===== src/include/trace_elem_regs.svh =====
// Named widths and constants for the program-flow trace element generator.
// Assumes inclusion by bare name from the package and the design modules.
`ifndef TRACE_ELEM_REGS_SVH
`define TRACE_ELEM_REGS_SVH

// Width of an instruction or vector address.
`define TE_ADDR_W   32
// Width of a context identifier value.
`define TE_CTX_W    32
// Width of a cancel or commit count.
`define TE_CNT_W    8
// A commit count of this value asks to commit everything outstanding.
`define TE_CNT_ALL  8'h00
// One element added to the uncommitted window.
`define TE_CNT_ONE  8'h01
// Reset value of addresses held in the state.
`define TE_ADDR_RST 32'h0000_0000
// Reset value of context values held in the state.
`define TE_CTX_RST  32'h0000_0000

`endif


===== src/include/trace_elem_pkg.sv =====
// Types shared by the trace element generator and its window counter.
// Assumes the constants header sits on the include path.
`include "trace_elem_regs.svh"

package trace_elem_pkg;

  // Kind of event that the processing element reports in one cycle.
  typedef enum logic [3:0] {
    EV_NONE         = 4'h0,
    EV_START        = 4'h1,
    EV_BR_TAKEN     = 4'h2,
    EV_BR_NOT_TAKEN = 4'h3,
    EV_PLAIN        = 4'h4,
    EV_CTX_WRITE    = 4'h5,
    EV_SYNC_BARRIER = 4'h6,
    EV_CANCEL       = 4'h7,
    EV_ABORT        = 4'h8,
    EV_EXCEPTION    = 4'h9,
    EV_COMMIT       = 4'hA
  } evt_kind_t;

  // One event from the processing element.
  typedef struct packed {
    logic                  valid;   // Event present this cycle.
    evt_kind_t             kind;    // What happened.
    logic [`TE_ADDR_W-1:0] addr;    // Instruction, return or fault address.
    logic [`TE_ADDR_W-1:0] vector;  // Exception vector address.
    logic [`TE_CTX_W-1:0]  ctx;     // Context value carried by the event.
    logic [`TE_CNT_W-1:0]  count;   // Cancel or commit count.
  } evt_t;

  // Kind of trace element sent to the analyser.
  typedef enum logic [3:0] {
    EL_INFO      = 4'h0,
    EL_ON        = 4'h1,
    EL_CONTEXT   = 4'h2,
    EL_ADDRESS   = 4'h3,
    EL_ATOM_E    = 4'h4,
    EL_ATOM_N    = 4'h5,
    EL_CANCEL    = 4'h6,
    EL_EXCEPTION = 4'h7,
    EL_COMMIT    = 4'h8
  } elem_kind_t;

  // One trace element.
  typedef struct packed {
    elem_kind_t            kind;
    logic [`TE_ADDR_W-1:0] addr;
    logic [`TE_CTX_W-1:0]  ctx;
    logic [`TE_CNT_W-1:0]  count;
  } elem_t;

  // Sequencer phase, one-hot.
  typedef enum logic [1:0] {
    PH_IDLE = 2'b01,
    PH_EMIT = 2'b10
  } phase_t;

  // Whole state of the element generator.
  typedef struct packed {
    phase_t                phase;
    logic                  ready;       // Registered copy of idle.
    logic                  out_valid;
    elem_t                 out;
    logic                  need_info;   // Start sequence still owes trace-info.
    logic                  need_on;     // Start sequence still owes trace-on.
    logic                  flush;       // Lazy context/address must go out now.
    logic                  ctx_lazy;    // Context element owed before next atom or exception.
    logic [`TE_CTX_W-1:0]  traced_ctx;  // Context the analyser believes in.
    logic                  ctx_written; // Context register written, not yet synced.
    logic [`TE_CTX_W-1:0]  pend_ctx;    // Value written, applied at the barrier.
    logic                  addr_lazy;   // Target address owed before next atom or exception.
    logic [`TE_ADDR_W-1:0] addr_val;
    logic                  ran;         // An instruction ran at the owed address.
    logic                  pend_cancel;
    logic [`TE_CNT_W-1:0]  cancel_cnt;
    logic                  pend_main;
    elem_t                 main;
    logic                  post_sync;   // Main element is a barrier atom.
    logic                  post_exc;    // Main element is an exception.
    logic [`TE_ADDR_W-1:0] exc_vec;
    logic [`TE_CTX_W-1:0]  exc_ctx;
  } state_t;

  // State of the uncommitted window counter.
  typedef struct packed {
    logic [`TE_CNT_W-1:0] count;
  } win_state_t;

endpackage


===== src/core/spec_window.sv =====
// Counter of emitted waypoint and exception elements not yet committed or cancelled.
// Assumes the caller never asks to remove more than it holds.
`timescale 1ns/100ps
`include "trace_elem_regs.svh"

module spec_window (
  input  wire logic                 i_clk,
  input  wire logic                 i_sys_rst,
  input  wire logic                 i_inc,
  input  wire logic                 i_dec,
  input  wire logic [`TE_CNT_W-1:0] i_dec_amt,
  output logic      [`TE_CNT_W-1:0] o_count
);

  trace_elem_pkg::win_state_t st_reg;  // Registered state.
  trace_elem_pkg::win_state_t st_next; // Next state.

  // Adds one per new element and removes the resolved amount. The caller
  // emits one element per cycle, so both never happen together.
  always_comb begin
    st_next = st_reg;
    if (i_inc) begin
      st_next.count = st_reg.count + `TE_CNT_ONE;
    end else if (i_dec) begin
      st_next.count = st_reg.count - i_dec_amt;
    end
  end

  // Registers the window state.
  always_ff @(posedge i_clk or posedge i_sys_rst) begin
    if (i_sys_rst) begin
      st_reg <= '0;
    end else begin
      st_reg <= st_next;
    end
  end

  assign o_count = st_reg.count;

endmodule


===== src/core/trace_elem_gen.sv =====
// Program-flow trace element generator: turns processing element events into
// an ordered element stream for a trace analyser.
// Assumes the processing element holds an event until o_ready is seen high.
// Contract
// - start emits info, on, context, address
// - taken waypoint branch emits taken atom
// - not-taken conditional branch emits not-taken atom
// - atom implies all untraced instructions before it
// - non-waypoint instructions emit no element
// - cancel emits count of discarded waypoint elements
// - abort emits cancel, then exception at fault
// - exception address implies all earlier instructions ran
// - back-to-back exception emits address then exception
// - commit count equals oldest now-committed elements
// - context writes traced as old until sync
// - context sync barrier emits taken atom
// - context element precedes execution in new context
// - exception followed by its target address element
`timescale 1ns/100ps
`include "trace_elem_regs.svh"

module trace_elem_gen (
  input  wire logic                  i_clk,
  input  wire logic                  i_sys_rst,
  input  wire trace_elem_pkg::evt_t  i_evt,
  output logic                       o_ready,
  output logic                       o_elem_valid,
  output trace_elem_pkg::elem_t      o_elem
);

  trace_elem_pkg::state_t st_reg;      // Registered state.
  trace_elem_pkg::state_t st_next;     // Next state.
  logic [`TE_CNT_W-1:0]   outstanding; // Uncommitted elements in the window.
  logic                   win_inc;     // One atom or exception emitted.
  logic                   win_dec;     // Cancel or commit emitted.
  logic [`TE_CNT_W-1:0]   win_amt;     // How many leave the window.
  logic                   accept;      // Event taken this cycle.
  logic [`TE_CNT_W-1:0]   clamp;       // Scratch count limited to the window.
  logic                   busy;        // Work left after this cycle.
  logic                   main_exec;   // Pending main element reports execution.

  assign accept = st_reg.ready && i_evt.valid;

  // A commit reports no execution, so an owed context or target address
  // waits for the next atom or exception instead of going out before it.
  assign main_exec = st_reg.pend_main && (st_reg.main.kind != trace_elem_pkg::EL_COMMIT);

  // The window count lives in its own counter so cancel and commit can be
  // limited to what was really emitted.
  spec_window spec_window_i (
    .i_clk     (i_clk),
    .i_sys_rst (i_sys_rst),
    .i_inc     (win_inc),
    .i_dec     (win_dec),
    .i_dec_amt (win_amt),
    .o_count   (outstanding)
  );

  // One element leaves per cycle in strict priority, so the analyser sees a
  // single program-ordered stream and counts land on the right elements.
  always_comb begin
    st_next           = st_reg;
    st_next.out_valid = 1'b0;
    win_inc           = 1'b0;
    win_dec           = 1'b0;
    win_amt           = '0;
    clamp             = '0;
    if (st_reg.phase == trace_elem_pkg::PH_EMIT) begin
      st_next.out_valid = 1'b1;
      st_next.out       = '0;
      if (st_reg.need_info) begin
        st_next.out.kind  = trace_elem_pkg::EL_INFO;
        st_next.need_info = 1'b0;
      end else if (st_reg.need_on) begin
        st_next.out.kind = trace_elem_pkg::EL_ON;
        st_next.need_on  = 1'b0;
      end else if (st_reg.pend_cancel) begin
        // Cancel goes ahead of the abort exception; never beyond the window.
        clamp = (st_reg.cancel_cnt > outstanding) ? outstanding : st_reg.cancel_cnt;
        st_next.out.kind    = trace_elem_pkg::EL_CANCEL;
        st_next.out.count   = clamp;
        st_next.pend_cancel = 1'b0;
        win_dec             = 1'b1;
        win_amt             = clamp;
      end else if (st_reg.ctx_lazy && (main_exec || st_reg.flush)) begin
        st_next.out.kind = trace_elem_pkg::EL_CONTEXT;
        st_next.out.ctx  = st_reg.traced_ctx;
        st_next.ctx_lazy = 1'b0;
      end else if (st_reg.addr_lazy && (main_exec || st_reg.flush)) begin
        st_next.out.kind  = trace_elem_pkg::EL_ADDRESS;
        st_next.out.addr  = st_reg.addr_val;
        st_next.addr_lazy = 1'b0;
      end else if (st_reg.pend_main) begin
        st_next.out       = st_reg.main;
        st_next.pend_main = 1'b0;
        if (st_reg.main.kind == trace_elem_pkg::EL_COMMIT) begin
          // A zero or oversized count commits everything outstanding.
          clamp = ((st_reg.main.count == `TE_CNT_ALL) || (st_reg.main.count > outstanding))
                  ? outstanding : st_reg.main.count;
          st_next.out.count = clamp;
          win_dec           = 1'b1;
          win_amt           = clamp;
        end else begin
          win_inc = 1'b1;
        end
        if (st_reg.post_sync && st_reg.ctx_written) begin
          // The barrier atom still belongs to the old context; the new one
          // is announced before the next atom or exception that follows it.
          st_next.traced_ctx  = st_reg.pend_ctx;
          st_next.ctx_lazy    = 1'b1;
          st_next.ctx_written = 1'b0;
        end
        if (st_reg.post_exc) begin
          // Execution resumes at the vector, which is owed as an address.
          st_next.addr_lazy   = 1'b1;
          st_next.addr_val    = st_reg.exc_vec;
          st_next.ran         = 1'b0;
          st_next.ctx_lazy    = st_reg.ctx_lazy || (st_reg.exc_ctx != st_reg.traced_ctx);
          st_next.traced_ctx  = st_reg.exc_ctx;
          st_next.ctx_written = 1'b0;
        end
        st_next.post_sync = 1'b0;
        st_next.post_exc  = 1'b0;
      end
      if (!st_next.ctx_lazy && !st_next.addr_lazy) begin
        st_next.flush = 1'b0;
      end
    end else if (accept) begin
      st_next.main = '0;
      case (i_evt.kind)
        trace_elem_pkg::EV_START: begin
          st_next.need_info   = 1'b1;
          st_next.need_on     = 1'b1;
          st_next.flush       = 1'b1;
          st_next.ctx_lazy    = 1'b1;
          st_next.traced_ctx  = i_evt.ctx;
          st_next.addr_lazy   = 1'b1;
          st_next.addr_val    = i_evt.addr;
          st_next.ctx_written = 1'b0;
        end
        trace_elem_pkg::EV_BR_TAKEN: begin
          // The atom stands for every untraced instruction before it.
          st_next.pend_main = 1'b1;
          st_next.main.kind = trace_elem_pkg::EL_ATOM_E;
        end
        trace_elem_pkg::EV_BR_NOT_TAKEN: begin
          st_next.pend_main = 1'b1;
          st_next.main.kind = trace_elem_pkg::EL_ATOM_N;
        end
        trace_elem_pkg::EV_SYNC_BARRIER: begin
          st_next.pend_main = 1'b1;
          st_next.main.kind = trace_elem_pkg::EL_ATOM_E;
          st_next.post_sync = 1'b1;
        end
        trace_elem_pkg::EV_PLAIN: begin
          st_next.ran = 1'b1;
        end
        trace_elem_pkg::EV_CTX_WRITE: begin
          // Held back so later instructions still trace in the old context.
          st_next.ran         = 1'b1;
          st_next.ctx_written = 1'b1;
          st_next.pend_ctx    = i_evt.ctx;
        end
        trace_elem_pkg::EV_CANCEL: begin
          st_next.pend_cancel = (i_evt.count != '0) && (outstanding != '0);
          st_next.cancel_cnt  = i_evt.count;
        end
        trace_elem_pkg::EV_ABORT: begin
          // Fault address re-implies the instructions the cancel removed.
          st_next.pend_cancel = (i_evt.count != '0) && (outstanding != '0);
          st_next.cancel_cnt  = i_evt.count;
          st_next.pend_main   = 1'b1;
          st_next.main.kind   = trace_elem_pkg::EL_EXCEPTION;
          st_next.main.addr   = i_evt.addr;
          st_next.post_exc    = 1'b1;
          st_next.exc_vec     = i_evt.vector;
          st_next.exc_ctx     = i_evt.ctx;
        end
        trace_elem_pkg::EV_EXCEPTION: begin
          // Nothing ran at the previous vector: report the vector itself.
          st_next.pend_main = 1'b1;
          st_next.main.kind = trace_elem_pkg::EL_EXCEPTION;
          st_next.main.addr = (st_reg.addr_lazy && !st_reg.ran)
                              ? st_reg.addr_val : i_evt.addr;
          st_next.post_exc  = 1'b1;
          st_next.exc_vec   = i_evt.vector;
          st_next.exc_ctx   = i_evt.ctx;
        end
        trace_elem_pkg::EV_COMMIT: begin
          st_next.pend_main  = 1'b1;
          st_next.main.kind  = trace_elem_pkg::EL_COMMIT;
          st_next.main.count = i_evt.count;
        end
        default: begin
          st_next.pend_main = 1'b0;
        end
      endcase
    end
    busy = st_next.need_info || st_next.need_on || st_next.pend_cancel || st_next.pend_main
           || (st_next.flush && (st_next.ctx_lazy || st_next.addr_lazy));
    st_next.phase = busy ? trace_elem_pkg::PH_EMIT : trace_elem_pkg::PH_IDLE;
    st_next.ready = !busy;
  end

  // Registers the whole state; ready comes up one cycle after reset release.
  always_ff @(posedge i_clk or posedge i_sys_rst) begin
    if (i_sys_rst) begin
      st_reg       <= '0;
      st_reg.phase <= trace_elem_pkg::PH_IDLE;
    end else begin
      st_reg <= st_next;
    end
  end

  assign o_ready      = st_reg.ready;
  assign o_elem_valid = st_reg.out_valid;
  assign o_elem       = st_reg.out;

  // Emits of a given kind.
  function automatic logic is_el(trace_elem_pkg::elem_kind_t k);
    is_el = o_elem_valid && (o_elem.kind == k);
  endfunction
endmodule


===== config.mk =====
export PLATFORM = sky130hd
export DESIGN_NAME = trace_elem_gen
export DESIGN_NICKNAME = d
export VERILOG_FILES = /design/src/include/trace_elem_pkg.sv /design/src/core/spec_window.sv /design/src/core/trace_elem_gen.sv
export VERILOG_INCLUDE_DIRS = /design/src /design/src/include
export SDC_FILE = /design/constraint.sdc
export NUM_CORES = 1
export LEC_CHECK = 0
export BUFFER_PORTS_ARGS = -buffer_cell sky130_fd_sc_hd__buf_2
export CAP_MARGIN = 20
export CORE_AREA = 2 2 210 212
export DETAILED_ROUTE_END_ITERATION = 7
export DIE_AREA = 0 0 212 214
export PLACE_DENSITY = 0.52
export SLEW_MARGIN = 20
export SYNTH_ARGS = -nofsm -noshare
export SYNTH_HDL_FRONTEND = slang
export SYNTH_SLANG_ARGS = --single-unit

===== constraint.sdc =====
create_clock -name i_clk -period 11.15 [get_ports i_clk]
set_input_delay 0.5575 -clock i_clk [delete_from_list [all_inputs] [get_ports i_clk]]
set_output_delay 0.5575 -clock i_clk [all_outputs]
set_load 0.03 [all_outputs]

==> results.md <==
* Outcome: complete, no violations
* Unique masters post-synth at 70
* Async set-or-reset flop fraction in the synthesized netlist at 1.00
* CP startpoint kind: flip-flop
* Post-synthesis sequential area ratio at 0.520
* Cell count after synthesis at 1377
* Worst-path cell chain: nand2b_4, buf_4, inv_1, nand2_1, o311ai_0, nand2_1, ha_1, nor2b_1, ha_1, a21o_1, a21oi_1, o21bai_1, a21oi_1, o21ai_0, xor3_1, nor2_2, xnor2_1
* Die W at 212 um
* CTS tree: done
* Max Cap Viol at 0
* Worst EP required at 11580 ps
* CP max stage delay at 690 ps
* Filler cells at 4166
* Multi-input logic area at 6140 um2
* Leak Pwr at 7.94 nW
* Met1 Wirelength at 19200 um
* PostCTS Resize Cnt at 0
* Register area at 7780 um2
* Slew HR at 0.245
* Initial antenna violation count at 9
* Vias in the first global route at 11100
* Hold WS at 174 ps
* Share of cells above drive strength 1 at 0.269
* Max-slew violations at 0
* DR pass1 iterations at 8
* Num CTS Buffers at 38
* Slowest-stage cell, CP: buf_4
* Total GRT Usage at 0.191
* WL final at 43300 um
* First-pass GRT wire length at 67300 um
* CTS Sinks at 311
* Worst-Margin Slew at 1130 ps
* Dpl cells at 2006
* Worst hold path class: in -> async
* Crit-path max FO at 65
* Top layer in use: met5
* Post-route clock period utilization at 0.432
* CTS H-tree lvls at 2
* CP endpoint kind: flip-flop
* Gr ovfl total at 0
* Post-DP HPWL at 27500 um
* Routability cong. at 0.894
* Post-Syn Area at 15000 um2
* Vias at 11100
* Core Footprint at 42900 um2
* # setup viols final at 0
* Routed length on met2 at 20400 um
* Worst clock skew at 15.1 ps
* Unrepaired setup endpoints after global routing: no
* Final Hold Viols at 0
* Die Y-Extent at 214 um
* Top FF cell, synth: dfrtp_1
* Fmax at 208 MHz
* Placement row count at 76
* Top-count cell post-synth: dfrtp_1
* Clock transition at the registers of the reported paths at 60 ps
* Top Ports at 189
* Synth Area per Inst at 10.9 um2
* Met3 routed WL at 2360 um
* Worst skew pair latency at 550 ps
* Post-DR wirelength/cell at 20.8 um
* CTS Hold Bufs at 0
* Top post-synthesis cells by area: dfrtp_1 52%, mux2_2 7.9%, a22o_1 4.4%, buf_4 4.0%, a22oi_1 3.2%
* EDFF count, synth at 0
* Max reg flops at 225
* Clock Root Buffer: clkbuf_16
* Count of buffers from port buffering at 188
* PwrDens at 265 nW/um2
* Tot Pwr at 4.57 mW
* Residual DRC count at 0
* Core Util, Final at 0.402
* Final nets at 1598
* Crit Path Category: reg -> reg
* Via-to-Cell Ratio at 5.33
* Die Area at 45400 um2
* Fin crit period at 4820 ps
* Synth top cells by count: 310 x dfrtp_1, 117 x nand2_1, 105 x mux2_2
* Fin Setup TNS at 0 ps
* Syn Nets at 1513
* Ys Warns at 0
* Area grow syn2layout at 15.1%
* Starting density of the core at 0.349
* Worst VDD drop at 139 uV
* Layout Cells excl Fill at 2078
* Largest net degree at the start of global routing at 118
* Buffer levels on the longest clock path at 3
* Yosys top cell by area: dfrtp_1
* Post-CTS Setup Inserts at 0
* Post-route ant nets at 0
* Flip-flop and latch count after synthesis at 311
* Top cell type's share of synthesized area at 0.518
* Initial DRC Count at 739
* Worst path arrival time at 5250 ps
==> kinds of logic (layout without fill, tap and decap cells) <==
family                   count (synthesis)  count (layout)  synth area share
XOR/XNOR                                43              43            0.0262
adder cells (fa/ha/maj)                 26              26            0.0221
other                                    0               3                 0
AND/OR/NAND/NOR                        287             287            0.0835
buffers and inverters                  215             328            0.0745
AO/OA/AOI/OAI                          386             386             0.192
multiplexers                           109             109            0.0817
flip-flops                             311             311             0.520
==> critical path, delay by kind of cell (launching register included) <==
| family | cells | cell delay, ps |
|---|---|---|
| AO/OA/AOI/OAI | 6 | 1180 |
| AND/OR/NAND/NOR | 5 | 1080 |
| buffers and inverters | 2 | 970 |
| adder cells (fa/ha/maj) | 2 | 520 |
| flip-flops | 1 | 510 |
| XOR/XNOR | 2 | 380 |
==> path summary, 6_finish.rpt <==
check	start	to	slack, ps	depth (start not counted)
min in group i_clk	i_evt[69]	st_reg[61]$_DFFE_PP0P_	240	2
max reg2reg	st_reg[333]$_DFF_PP1_	spec_window_i.o_count[7]$_DFFE_PP0P_	6330	17
min	i_sys_rst	o_elem[9]$_DFFE_PP0P_	170	2
max in group asynchronous	i_sys_rst	st_reg[163]$_DFFE_PP0P_	8760	4
max	st_reg[333]$_DFF_PP1_	spec_window_i.o_count[7]$_DFFE_PP0P_	6330	17
min reg2reg	o_elem[72]$_DFFE_PP0P_	o_elem[72]$_DFFE_PP0P_	470	2
==> cell type report <==
cell class              instances  area share
well taps                     585      0.0425
multi-input cells             851       0.357
repair buffers                211      0.0654
clock buffers                  57      0.0634
flip-flops and latches        311       0.452
diodes                          3    0.000436
inverters                      49      0.0111
clock inverters                11     0.00864
==> cell usage in the layout, fill, tap and decap left out, types with 6 or more instances in the layout <==
cell type,n
dfrtp_1,310
buf_2,188
nand2_1,117
mux2_2,105
nor2_1,88
o21ai_0,85
a22o_1,76
a22oi_1,64
inv_1,48
clkbuf_16,38
xnor2_1,37
a222oi_1,32
a221oi_1,32
a21oi_1,27
ha_1,24
buf_4,22
nand4_1,13
clkbuf_1,12
o211ai_1,11
nor3_1,10
nor2_2,7
nand3_1,7
clkbuf_8,7
nand2b_1,6
o21ai_1,6
nor4_1,6
a21o_1,6
==> power breakdown <==
| part | switching (mW) | internal, mW |
|---|---|---|
| combinational | 0.936 | 0.611 |
| clock | 0.489 | 0.748 |
| sequential | 0.278 | 1.51 |
| total | 1.70 | 2.87 |
==> through the flow <==
| stage | cell area [um2] | setup WS, ps |
|---|---|---|
| 2_1_floorplan | 15000 | 1990 |
| 3_3_place_gp | 16000 | 6370 |
| 3_5_place_dp | 16000 | 6350 |
| 4_1_cts | 17200 | 6340 |
| 5_1_grt | 17200 | 5890 |
| 6_report | 17200 | 6330 |
==> layer usage <==
| layer | vias up | global-route usage |
|---|---|---|
| li1 | 5152 | - |
| met1 | 5554 | 0.255 |
| met2 | 286 | 0.305 |
| met3 | 78 | 0.0402 |
| met4 | 12 | 0.0737 |
| met5 | - | 0 |
(Power assumes the default switching activity.)
